**config.mk**
```make
export PLATFORM = sky130hd
export DESIGN_NAME = async_serial_tx_rx_core_flat
export DESIGN_NICKNAME = d
export VERILOG_FILES = /design/src/rtl/uart_core_pkg.sv /design/src/rtl/serial_reg_if.sv /design/src/rtl/async_serial_tx_rx_core.sv /design/src/flat_wrapper.sv
export SDC_FILE = /design/constraint.sdc
export NUM_CORES = 1
export LEC_CHECK = 0
export CAP_MARGIN = 20
export CORE_UTILIZATION = 45
export DETAILED_ROUTE_END_ITERATION = 7
export DONT_BUFFER_PORTS = 1
export REMOVE_ABC_BUFFERS = 1
export SYNTH_ARGS = -nofsm -noshare
export SYNTH_HDL_FRONTEND = slang
export SYNTH_SLANG_ARGS = --single-unit
```
**constraint.sdc**
```tcl
create_clock -name hclk -period 2.95 [get_ports hclk]
set_input_delay 0.59 -clock hclk [delete_from_list [all_inputs] [get_ports hclk]]
set_output_delay 0.59 -clock hclk [all_outputs]
set_load 0.05 [all_outputs]
```
**src/rtl/uart_core_pkg.sv**
```systemverilog
// constants shared by the serial core, its controller and the register link
package uart_core_pkg;
   // device register addresses
   localparam logic [15:0] MODE_ADDR   = 16'hff50;
   localparam logic [15:0] TXB_ADDR    = 16'hff51;
   localparam logic [15:0] RXB_ADDR    = 16'hff52;
   localparam logic [15:0] ERR_ADDR    = 16'hff53;
   localparam logic [15:0] TXSTAT_ADDR = 16'hff55;
   // mode register fields
   localparam int          PWR_BIT  = 7;
   localparam int          TXE_BIT  = 6;
   localparam int          RXE_BIT  = 5;
   localparam int          PS_HI    = 4;
   localparam int          PS_LO    = 3;
   localparam int          CL_BIT   = 2;
   localparam int          SL_BIT   = 1;
   localparam int          ISRM_BIT = 0;
   // error and transmit status fields
   localparam int          PE_BIT   = 2;
   localparam int          FE_BIT   = 1;
   localparam int          OVE_BIT  = 0;
   localparam int          TXBF_BIT = 1;
   localparam int          TXSF_BIT = 0;
   // reset values
   localparam logic [7:0]  MODE_RST = 8'h01;
   localparam logic [7:0]  TXB_RST  = 8'hff;
   localparam logic [7:0]  RXB_RST  = 8'hff;
   localparam logic [7:0]  ERR_RST  = 8'h00;
   // parity modes
   localparam logic [1:0]  PAR_NONE = 2'h0;
   localparam logic [1:0]  PAR_ZERO = 2'h1;
   localparam logic [1:0]  PAR_ODD  = 2'h2;
   localparam logic [1:0]  PAR_EVEN = 2'h3;
   // timing: hclk cycles per base clock half, base clocks per bit
   localparam logic [3:0]  BASE_HALF = 4'h2;
   localparam logic [4:0]  BIT_BASE  = 5'h10;
   localparam logic [4:0]  BIT_MID   = 5'h07;
   localparam logic [1:0]  PWR_WAIT  = 2'h2;
   // controller register offsets on the system bus
   localparam logic [3:0]  CTL_ADDR_OFS  = 4'h0;
   localparam logic [3:0]  CTL_WDATA_OFS = 4'h4;
   localparam logic [3:0]  CTL_RD_OFS    = 4'h8;
   localparam logic [3:0]  CTL_STAT_OFS  = 4'hc;
   localparam int          ST_BUSY_BIT   = 0;
   localparam int          ST_REFUSE_BIT = 2;

   function automatic logic par_of(input logic [7:0] d, input logic len8,
                                   input logic [1:0] mode);
      logic x;
      x = ^(len8 ? d : {1'b0, d[6:0]});
      case (mode)
         PAR_ODD:  par_of = ~x;
         PAR_EVEN: par_of = x;
         default:  par_of = 1'b0;
      endcase
   endfunction : par_of
endpackage : uart_core_pkg

```
**src/rtl/serial_reg_if.sv**
```systemverilog
// register link between the serial core and its controller
interface serial_reg_if;
   logic        req_wr;
   logic        req_rd;
   logic [15:0] req_addr;
   logic [7:0]  req_wdata;
   logic        rsp_ack;
   logic [7:0]  rsp_rdata;
   modport dev (input req_wr, req_rd, req_addr, req_wdata, output rsp_ack, rsp_rdata);
   modport ctl (output req_wr, req_rd, req_addr, req_wdata, input rsp_ack, rsp_rdata);
endinterface : serial_reg_if

```
**src/rtl/async_serial_tx_rx_core.sv**
```systemverilog
// asynchronous serial transmitter/receiver core
// Functional notes
// - buffer write starts transmission when enabled
// - transmit buffer resets to all ones
// - buffer moves first at once, continuous at done pulse
// - transfers and shifting on base clock falling edge
// - software skips writes while buffer full
// - software never refreshes buffer while active
// - mode register resets to 01h
// - power off stops clock, clears internal state
// - power off: output high, input seen high
// - bit timing starts at third base clock
// - enable clear resets its own circuit
// - parity field selects none/zero/odd/even
// - zero parity never flags parity error
// - length bit selects seven or eight bits
// - stop bits one/two on transmit only
// - routing bit steers errors between interrupts
// - software powers before enabling, disables first
// - enabling with line low starts reception
// - software disables before changing frame format
// - error register read-only, cleared by read
// - parity mismatch sets parity error
// - missing stop bit sets framing error
// - overrun keeps buffer, discards new byte
module async_serial_tx_rx_core
   import uart_core_pkg::*;
(
   // clock and reset
   input  wire logic hclk,
   input  wire logic hresetn,
   // register link
   serial_reg_if.dev link,
   // serial pins
   output wire logic serial_out_pin,
   input  wire logic serial_in_pin,
   // event pulses
   output wire logic transmit_done_irq,
   output wire logic receive_done_irq,
   output wire logic receive_error_irq
);
   typedef struct packed {
      logic [7:0]  mode;
      logic [7:0]  txb;
      logic        txbf;
      logic        tx_busy;
      logic [10:0] tx_sh;
      logic [3:0]  tx_left;
      logic [4:0]  tx_div;
      logic        txd;
      logic [3:0]  base_cnt;
      logic        base_clk;
      logic [1:0]  pwr_cnt;
      logic [2:0]  rx_sync;
      logic        rx_lvl;
      logic        rx_busy;
      logic [4:0]  rx_div;
      logic [3:0]  rx_idx;
      logic [9:0]  rx_sh;
      logic [7:0]  rxb;
      logic        rx_full;
      logic [2:0]  err;
      logic        tx_irq;
      logic        rx_irq;
      logic        er_irq;
      logic        ack;
      logic [7:0]  rdata;
   } core_s;

   localparam core_s CORE_RST = '{mode: MODE_RST, txb: TXB_RST, txd: 1'b1,
      rx_sync: 3'h7, rx_lvl: 1'b1, rxb: RXB_RST, default: '0};

   core_s s_reg;
   core_s s_next;

   function automatic logic [10:0] frame_of(input logic [7:0] d, input logic [7:0] m);
      logic [11:0] f;
      f = 12'hfff;
      f[0] = 1'b0;
      f[8:1] = m[CL_BIT] ? d : {1'b1, d[6:0]};
      if (m[PS_HI:PS_LO] != PAR_NONE) begin
         f[m[CL_BIT] ? 9 : 8] = par_of(d, m[CL_BIT], m[PS_HI:PS_LO]);
      end
      frame_of = f[11:1];
   endfunction : frame_of

   logic       pwr;
   logic       txe;
   logic       rxe;
   logic       fall;
   logic       rx_in;
   logic [3:0] tx_bits;
   logic [3:0] rx_last;
   logic [3:0] len;
   logic       has_par;
   logic [7:0] rx_data;
   logic       rx_pe;
   logic       rx_fe;
   logic       rx_ov;

   always_comb begin
      s_next = s_reg;
      s_next.tx_irq = 1'b0;
      s_next.rx_irq = 1'b0;
      s_next.er_irq = 1'b0;
      s_next.ack = 1'b0;
      pwr = s_reg.mode[PWR_BIT];
      txe = s_reg.mode[TXE_BIT];
      rxe = s_reg.mode[RXE_BIT];
      len = s_reg.mode[CL_BIT] ? 4'h8 : 4'h7;
      has_par = s_reg.mode[PS_HI:PS_LO] != PAR_NONE;
      tx_bits = len + {3'h0, has_par} + (s_reg.mode[SL_BIT] ? 4'h2 : 4'h1);
      rx_last = len + {3'h0, has_par} + 4'h1;
      rx_in = pwr ? s_reg.rx_lvl : 1'b1;
      rx_data = s_reg.mode[CL_BIT] ? s_reg.rx_sh[7:0] : {1'b0, s_reg.rx_sh[6:0]};
      rx_pe = 1'b0;
      rx_fe = 1'b0;
      rx_ov = 1'b0;
      // pin input: three stages, change taken once stages two and three agree
      s_next.rx_sync = {s_reg.rx_sync[1:0], serial_in_pin};
      if (s_reg.rx_sync[1] == s_reg.rx_sync[2]) begin
         s_next.rx_lvl = s_reg.rx_sync[2];
      end
      // base clock, held low while powered down
      fall = 1'b0;
      if (s_reg.base_cnt == BASE_HALF - 4'h1) begin
         s_next.base_cnt = 4'h0;
         s_next.base_clk = ~s_reg.base_clk;
         fall = s_reg.base_clk;
      end else begin
         s_next.base_cnt = s_reg.base_cnt + 4'h1;
      end
      if (fall && s_reg.pwr_cnt != PWR_WAIT) begin
         s_next.pwr_cnt = s_reg.pwr_cnt + 2'h1;
      end
      fall = fall && s_reg.pwr_cnt == PWR_WAIT;
      // register link
      if (link.req_wr) begin
         s_next.ack = 1'b1;
         case (link.req_addr)
            MODE_ADDR: s_next.mode = link.req_wdata;
            TXB_ADDR: begin
               s_next.txb = link.req_wdata;
               s_next.txbf = pwr && txe;
            end
            default: ;
         endcase
      end else if (link.req_rd) begin
         s_next.ack = 1'b1;
         case (link.req_addr)
            MODE_ADDR:   s_next.rdata = s_reg.mode;
            TXB_ADDR:    s_next.rdata = s_reg.txb;
            RXB_ADDR: begin
               s_next.rdata = s_reg.rxb;
               s_next.rx_full = 1'b0;
            end
            ERR_ADDR: begin
               s_next.rdata = {5'h00, s_reg.err};
               s_next.err = 3'h0;
            end
            TXSTAT_ADDR: s_next.rdata = {6'h00, s_reg.txbf, s_reg.tx_busy};
            default:     s_next.rdata = 8'h00;
         endcase
      end
      // transmitter, all steps on the base clock falling edge
      if (fall) begin
         if (!s_reg.tx_busy) begin
            if (s_reg.txbf) begin
               {s_next.tx_sh, s_next.txd} = {frame_of(s_reg.txb, s_reg.mode), 1'b0};
               s_next.txbf = 1'b0;
               s_next.tx_busy = 1'b1;
               s_next.tx_left = tx_bits;
               s_next.tx_div = 5'h00;
            end
         end else if (s_reg.tx_div != BIT_BASE - 5'h01) begin
            s_next.tx_div = s_reg.tx_div + 5'h01;
         end else begin
            s_next.tx_div = 5'h00;
            if (s_reg.tx_left != 4'h0) begin
               s_next.txd = s_reg.tx_sh[0];
               s_next.tx_sh = {1'b1, s_reg.tx_sh[10:1]};
               s_next.tx_left = s_reg.tx_left - 4'h1;
            end else begin
               s_next.tx_irq = 1'b1;
               if (s_reg.txbf) begin
                  // next frame moves in in the same cycle as the done pulse
                  {s_next.tx_sh, s_next.txd} = {frame_of(s_reg.txb, s_reg.mode), 1'b0};
                  s_next.txbf = 1'b0;
                  s_next.tx_left = tx_bits;
               end else begin
                  s_next.tx_busy = 1'b0;
                  s_next.txd = 1'b1;
               end
            end
         end
      end
      // receiver
      if (fall && rxe) begin
         if (!s_reg.rx_busy) begin
            if (!rx_in) begin
               s_next.rx_busy = 1'b1;
               s_next.rx_div = 5'h00;
               s_next.rx_idx = 4'h0;
            end
         end else if (s_reg.rx_div != BIT_MID) begin
            s_next.rx_div = (s_reg.rx_div == BIT_BASE - 5'h01) ? 5'h00 : s_reg.rx_div + 5'h01;
         end else begin
            s_next.rx_div = s_reg.rx_div + 5'h01;
            s_next.rx_idx = s_reg.rx_idx + 4'h1;
            if (s_reg.rx_idx == 4'h0) begin
               s_next.rx_busy = !rx_in;
            end else if (s_reg.rx_idx != rx_last) begin
               s_next.rx_sh[s_reg.rx_idx - 4'h1] = rx_in;
            end else begin
               // stop bit sampled: only the first one is checked
               s_next.rx_busy = 1'b0;
               rx_fe = !rx_in;
               rx_pe = s_reg.mode[PS_HI] &&
                  s_reg.rx_sh[len] != par_of(rx_data, s_reg.mode[CL_BIT], s_reg.mode[PS_HI:PS_LO]);
               rx_ov = s_next.rx_full;
               if (!rx_ov) begin
                  s_next.rxb = rx_data;
                  s_next.rx_full = 1'b1;
               end
               s_next.err = s_next.err | {rx_pe, rx_fe, rx_ov};
               if ((rx_pe || rx_fe || rx_ov) && !s_reg.mode[ISRM_BIT]) begin
                  s_next.er_irq = 1'b1;
               end else begin
                  s_next.rx_irq = 1'b1;
               end
            end
         end
      end
      if (!txe) begin
         s_next.txbf = 1'b0;
         s_next.tx_busy = 1'b0;
         s_next.txd = 1'b1;
      end
      if (!rxe) begin
         s_next.rx_busy = 1'b0;
      end
      if (!pwr) begin
         s_next.base_clk = 1'b0;
         s_next.base_cnt = 4'h0;
         s_next.pwr_cnt = 2'h0;
         s_next.txbf = 1'b0;
         s_next.tx_busy = 1'b0;
         s_next.txd = 1'b1;
         s_next.rx_busy = 1'b0;
         s_next.err = 3'h0;
         s_next.rxb = RXB_RST;
         s_next.rx_full = 1'b0;
      end
   end

   always_ff @(posedge hclk or negedge hresetn) begin
      if (!hresetn) begin
         s_reg <= CORE_RST;
      end else begin
         s_reg <= s_next;
      end
   end

   assign serial_out_pin = s_reg.txd;
   assign transmit_done_irq = s_reg.tx_irq;
   assign receive_done_irq = s_reg.rx_irq;
   assign receive_error_irq = s_reg.er_irq;
   assign link.rsp_ack = s_reg.ack;
   assign link.rsp_rdata = s_reg.rdata;
endmodule : async_serial_tx_rx_core

```
**src/flat_wrapper.sv**
```systemverilog
// flat-port wrapper written by rule: the top's interface ports become plain ports
module async_serial_tx_rx_core_flat import uart_core_pkg::*;
  (hclk, hresetn, serial_out_pin, serial_in_pin, transmit_done_irq, receive_done_irq, receive_error_irq, link_req_wr, link_req_rd, link_req_addr, link_req_wdata, link_rsp_ack, link_rsp_rdata);
  serial_reg_if link_i ();
  input  wire logic hclk;
  input  wire logic hresetn;
  output wire logic serial_out_pin;
  input  wire logic serial_in_pin;
  output wire logic transmit_done_irq;
  output wire logic receive_done_irq;
  output wire logic receive_error_irq;
  input wire logic [$bits(link_i.req_wr)-1:0] link_req_wr;
  input wire logic [$bits(link_i.req_rd)-1:0] link_req_rd;
  input wire logic [$bits(link_i.req_addr)-1:0] link_req_addr;
  input wire logic [$bits(link_i.req_wdata)-1:0] link_req_wdata;
  output wire logic [$bits(link_i.rsp_ack)-1:0] link_rsp_ack;
  output wire logic [$bits(link_i.rsp_rdata)-1:0] link_rsp_rdata;
  assign link_i.req_wr = link_req_wr;
  assign link_i.req_rd = link_req_rd;
  assign link_i.req_addr = link_req_addr;
  assign link_i.req_wdata = link_req_wdata;
  assign link_rsp_ack = link_i.rsp_ack;
  assign link_rsp_rdata = link_i.rsp_rdata;
  async_serial_tx_rx_core u_core (.hclk(hclk), .hresetn(hresetn), .link(link_i), .serial_out_pin(serial_out_pin), .serial_in_pin(serial_in_pin), .transmit_done_irq(transmit_done_irq), .receive_done_irq(receive_done_irq), .receive_error_irq(receive_error_irq));
endmodule
```
==> results.md <==
- Status: completed
- Synth cell types: between 60 and 70
- Initial Utilization: between 40% and 50%
- Drt pass-1 iters: 4
- Post-CTS Resized: 0
- Synth Flop Type: dfrtp_1
- WP data arrival: between 2 and 3 ns
- Final hold violations: 0
- Initial antenna violation count: 0
- First-pass GRT wire length: ~18000 µm
- Clock tree from TritonCTS: done
- IO buf count: 0
- Mapped cell area: 0.005144 mm²
- Nets: around 540
- Die area: 0.01186 mm²
- Pin slew with the least headroom to its limit: 0.7175 ns
- CTS Hold Buffers Added: 1
- Synthesis-to-finish area growth: 8.684%
- Setup Viol. Count Final: 0
- Setup CP Type: reg2reg
- Die height: between 100 and 150 µm
- Gr usage total: 20.11%
- Share of the synthesized area in the top cell type: 34.54%
- Flops & latches, synth: 93
- Yosys warns: 0
- Grt ovf: 0
- Setup crit start kind: flop
- Fmax: roughly 400 MHz
- HPWL Detailed: a little under 8000 µm
- CORE AREA: around 0.011 mm²
- Worst-path clk slew: 0.07 ns
- Pwr Total: roughly 2600 µW
- Largest register FFs: 67
- Ratio of cells with drive above 1 in the final layout: 18.15%
- Wirelength per Cell: between 15 and 20 µm
- FFs w/ async S/R, synth: 100.0%
- Post-DRT Antenna Nets: 0
- Slew headroom: about 52%
- Area contributors post-synth: dfrtp_1 35%, dfstp_2 11%, mux2_2 5.9%, ha_1 4.6%, nand2_1 3.7%
- Via count: roughly 3.6k
- Area leader, netlist: dfrtp_1
- Row count: 38
- Register area share after synthesis: around 46%
- Final period util: 85.67%
- Number of synthesized flops with an enable pin: 0
- Final min period: between 2 and 3 ns
- Max Cap Viol: 0
- Clock Root Buffer: clkbuf_16
- DR DRC count: 0
- Worst Hold Class: in2async
- Final Max Tran Viols: 0
- RSZ-0062 raised after global routing: false
- Vias in the first global route: 3424
- Initial drt markers: 215
- GP Congestion: between 0.7 and 0.8
- Insertion delay to the later sink of the worst-skew pair: about 0.34 ns
- CP max FO: 9
- Leak: approximately 0.0025 µW
- Largest net degree at the start of global routing: between 70 and 80
- Setup Fix Bufs, Post-CTS: 0
- Sink Count: a little over 90
- Pwr Density: around 470 mW/mm²
- Number of buffers created by CTS: 9
- Antenna diode count: 0
- Setup Skew: about 0.0061 ns
- Post-synthesis cell count: about 500
- Peak VDD IR: approximately 0.0004 V
- Crit path required time: 3.18 ns
- Setup_tns: 0 ns
- Final WL: roughly 11000 µm
- H-tree lvl count: 3
- Vias per inst: ~5.6
- Syn avg cell area: approximately 10 µm²
- Die width: between 100 and 150 µm
- CTS Buffer Depth: 2
- # IOs: 42
- Critical Path Sink Type: flop
[cell usage after synthesis (13+ instances only)]
master / n
a21oi_1: 22
clkbuf_1: 14
dfrtp_1: 71
dfstp_2: 22
ha_1: 19
inv_1: 13
mux2_2: 27
mux2i_1: 14
nand2_1: 51
nand3_1: 28
nor2_1: 23
o21ai_0: 38
xnor2_1: 15
[layer usage]
metal	GRT usage, %	vias to the layer above	wire length, µm
li1	-	1758	-
met1	27.38	1760	5377
met2	31.63	51	5186
met3	4.603	10	347
met4	6.371	0	160
met5	0	-	0
[cell type report]
cell class	count	area [µm²]
clock buffer	10	239.0
clock inverter	6	93.84
fill	1011	5393
inverter	13	48.80
multi-input combinational	363	2576
sequential	93	2355
tap	140	175.2
timing repair buffer	11	102.6
[worst max-delay path, stage by stage, from the launching register on]
cell and delay [ns]:
dfrtp_1 0.43, nor2_1 0.20, ha_1 0.33, xnor3_1 0.24
and4_1 0.26, nor3_2 0.49, nand3_1 0.16, mux2_2 0.30
[power breakdown]
group	internal [µW]	leakage, µW	switching [µW]
Clock	774	0.000160	513
Sequential	1280	0.00121	6.54
Combinational	13.2	0.00111	27.2
Total	2070	0.00248	547
[stage by stage]
stage	cells	util [%]	cell area [µm²]	setup WS (ns)	hold slack [ns]
2_1_floorplan	469	-	4980	0.5343	0.2944
3_3_place_gp	619	47.62	5230	0.4048	0.2990
3_5_place_dp	619	47.62	5230	0.3400	0.2993
4_1_cts	636	50.90	5590	0.3853	0.07372
5_1_grt	636	50.90	5590	0.1556	0.07383
6_report	636	50.90	5590	0.4228	0.09012
[logic make-up (layout without fill, tap and decap cells)]
logic type	after synthesis	count (layout)	synth area share [%]
adders and majority gates	22	22	5.595
muxes	41	41	8.635
and+or+nand+nor	162	162	16.88
DFF	93	93	45.78
buffers and inverters	42	40	4.135
xor gates and xnor gates	21	21	4.379
AOI/OAI and AO/OA	117	117	14.60
[cell usage in the layout, fill, tap and decap left out, types with 5 or more instances in the layout]
cell type,count
a21boi_0,6
a21oi_1,22
a22o_1,8
a22oi_1,10
and2_1,5
buf_4,10
clkbuf_16,9
dfrtp_1,71
dfstp_2,22
ha_1,19
inv_1,13
mux2_2,27
mux2i_1,14
nand2_1,51
nand2b_1,8
nand3_1,28
nor2_1,23
nor2b_1,7
o21ai_0,38
o31ai_1,6
xnor2_1,15
[worst paths after layout]
| path | from | to | slack [ns] | cells past startpoint |
|---|---|---|---|---|
| worst max register to register | u_core.s_reg[90] | flop | 0.42 | 7 |
| worst max-delay path | u_core.s_reg[90] | flop | 0.42 | 7 |
| min in group hclk | serial_in_pin | u_core.s_next[46] | 0.24 | 0 |
| max in group asynchronous | hresetn | asynchronous set/reset pin | 2.52 | 1 |
| worst min register to register | u_core.s_next[46] | u_core.s_next[47] | 0.36 | 0 |
| worst min-delay path | hresetn | u_core.serial_out_pin | 0.09 | 0 |
(Power assumes the default switching activity.)
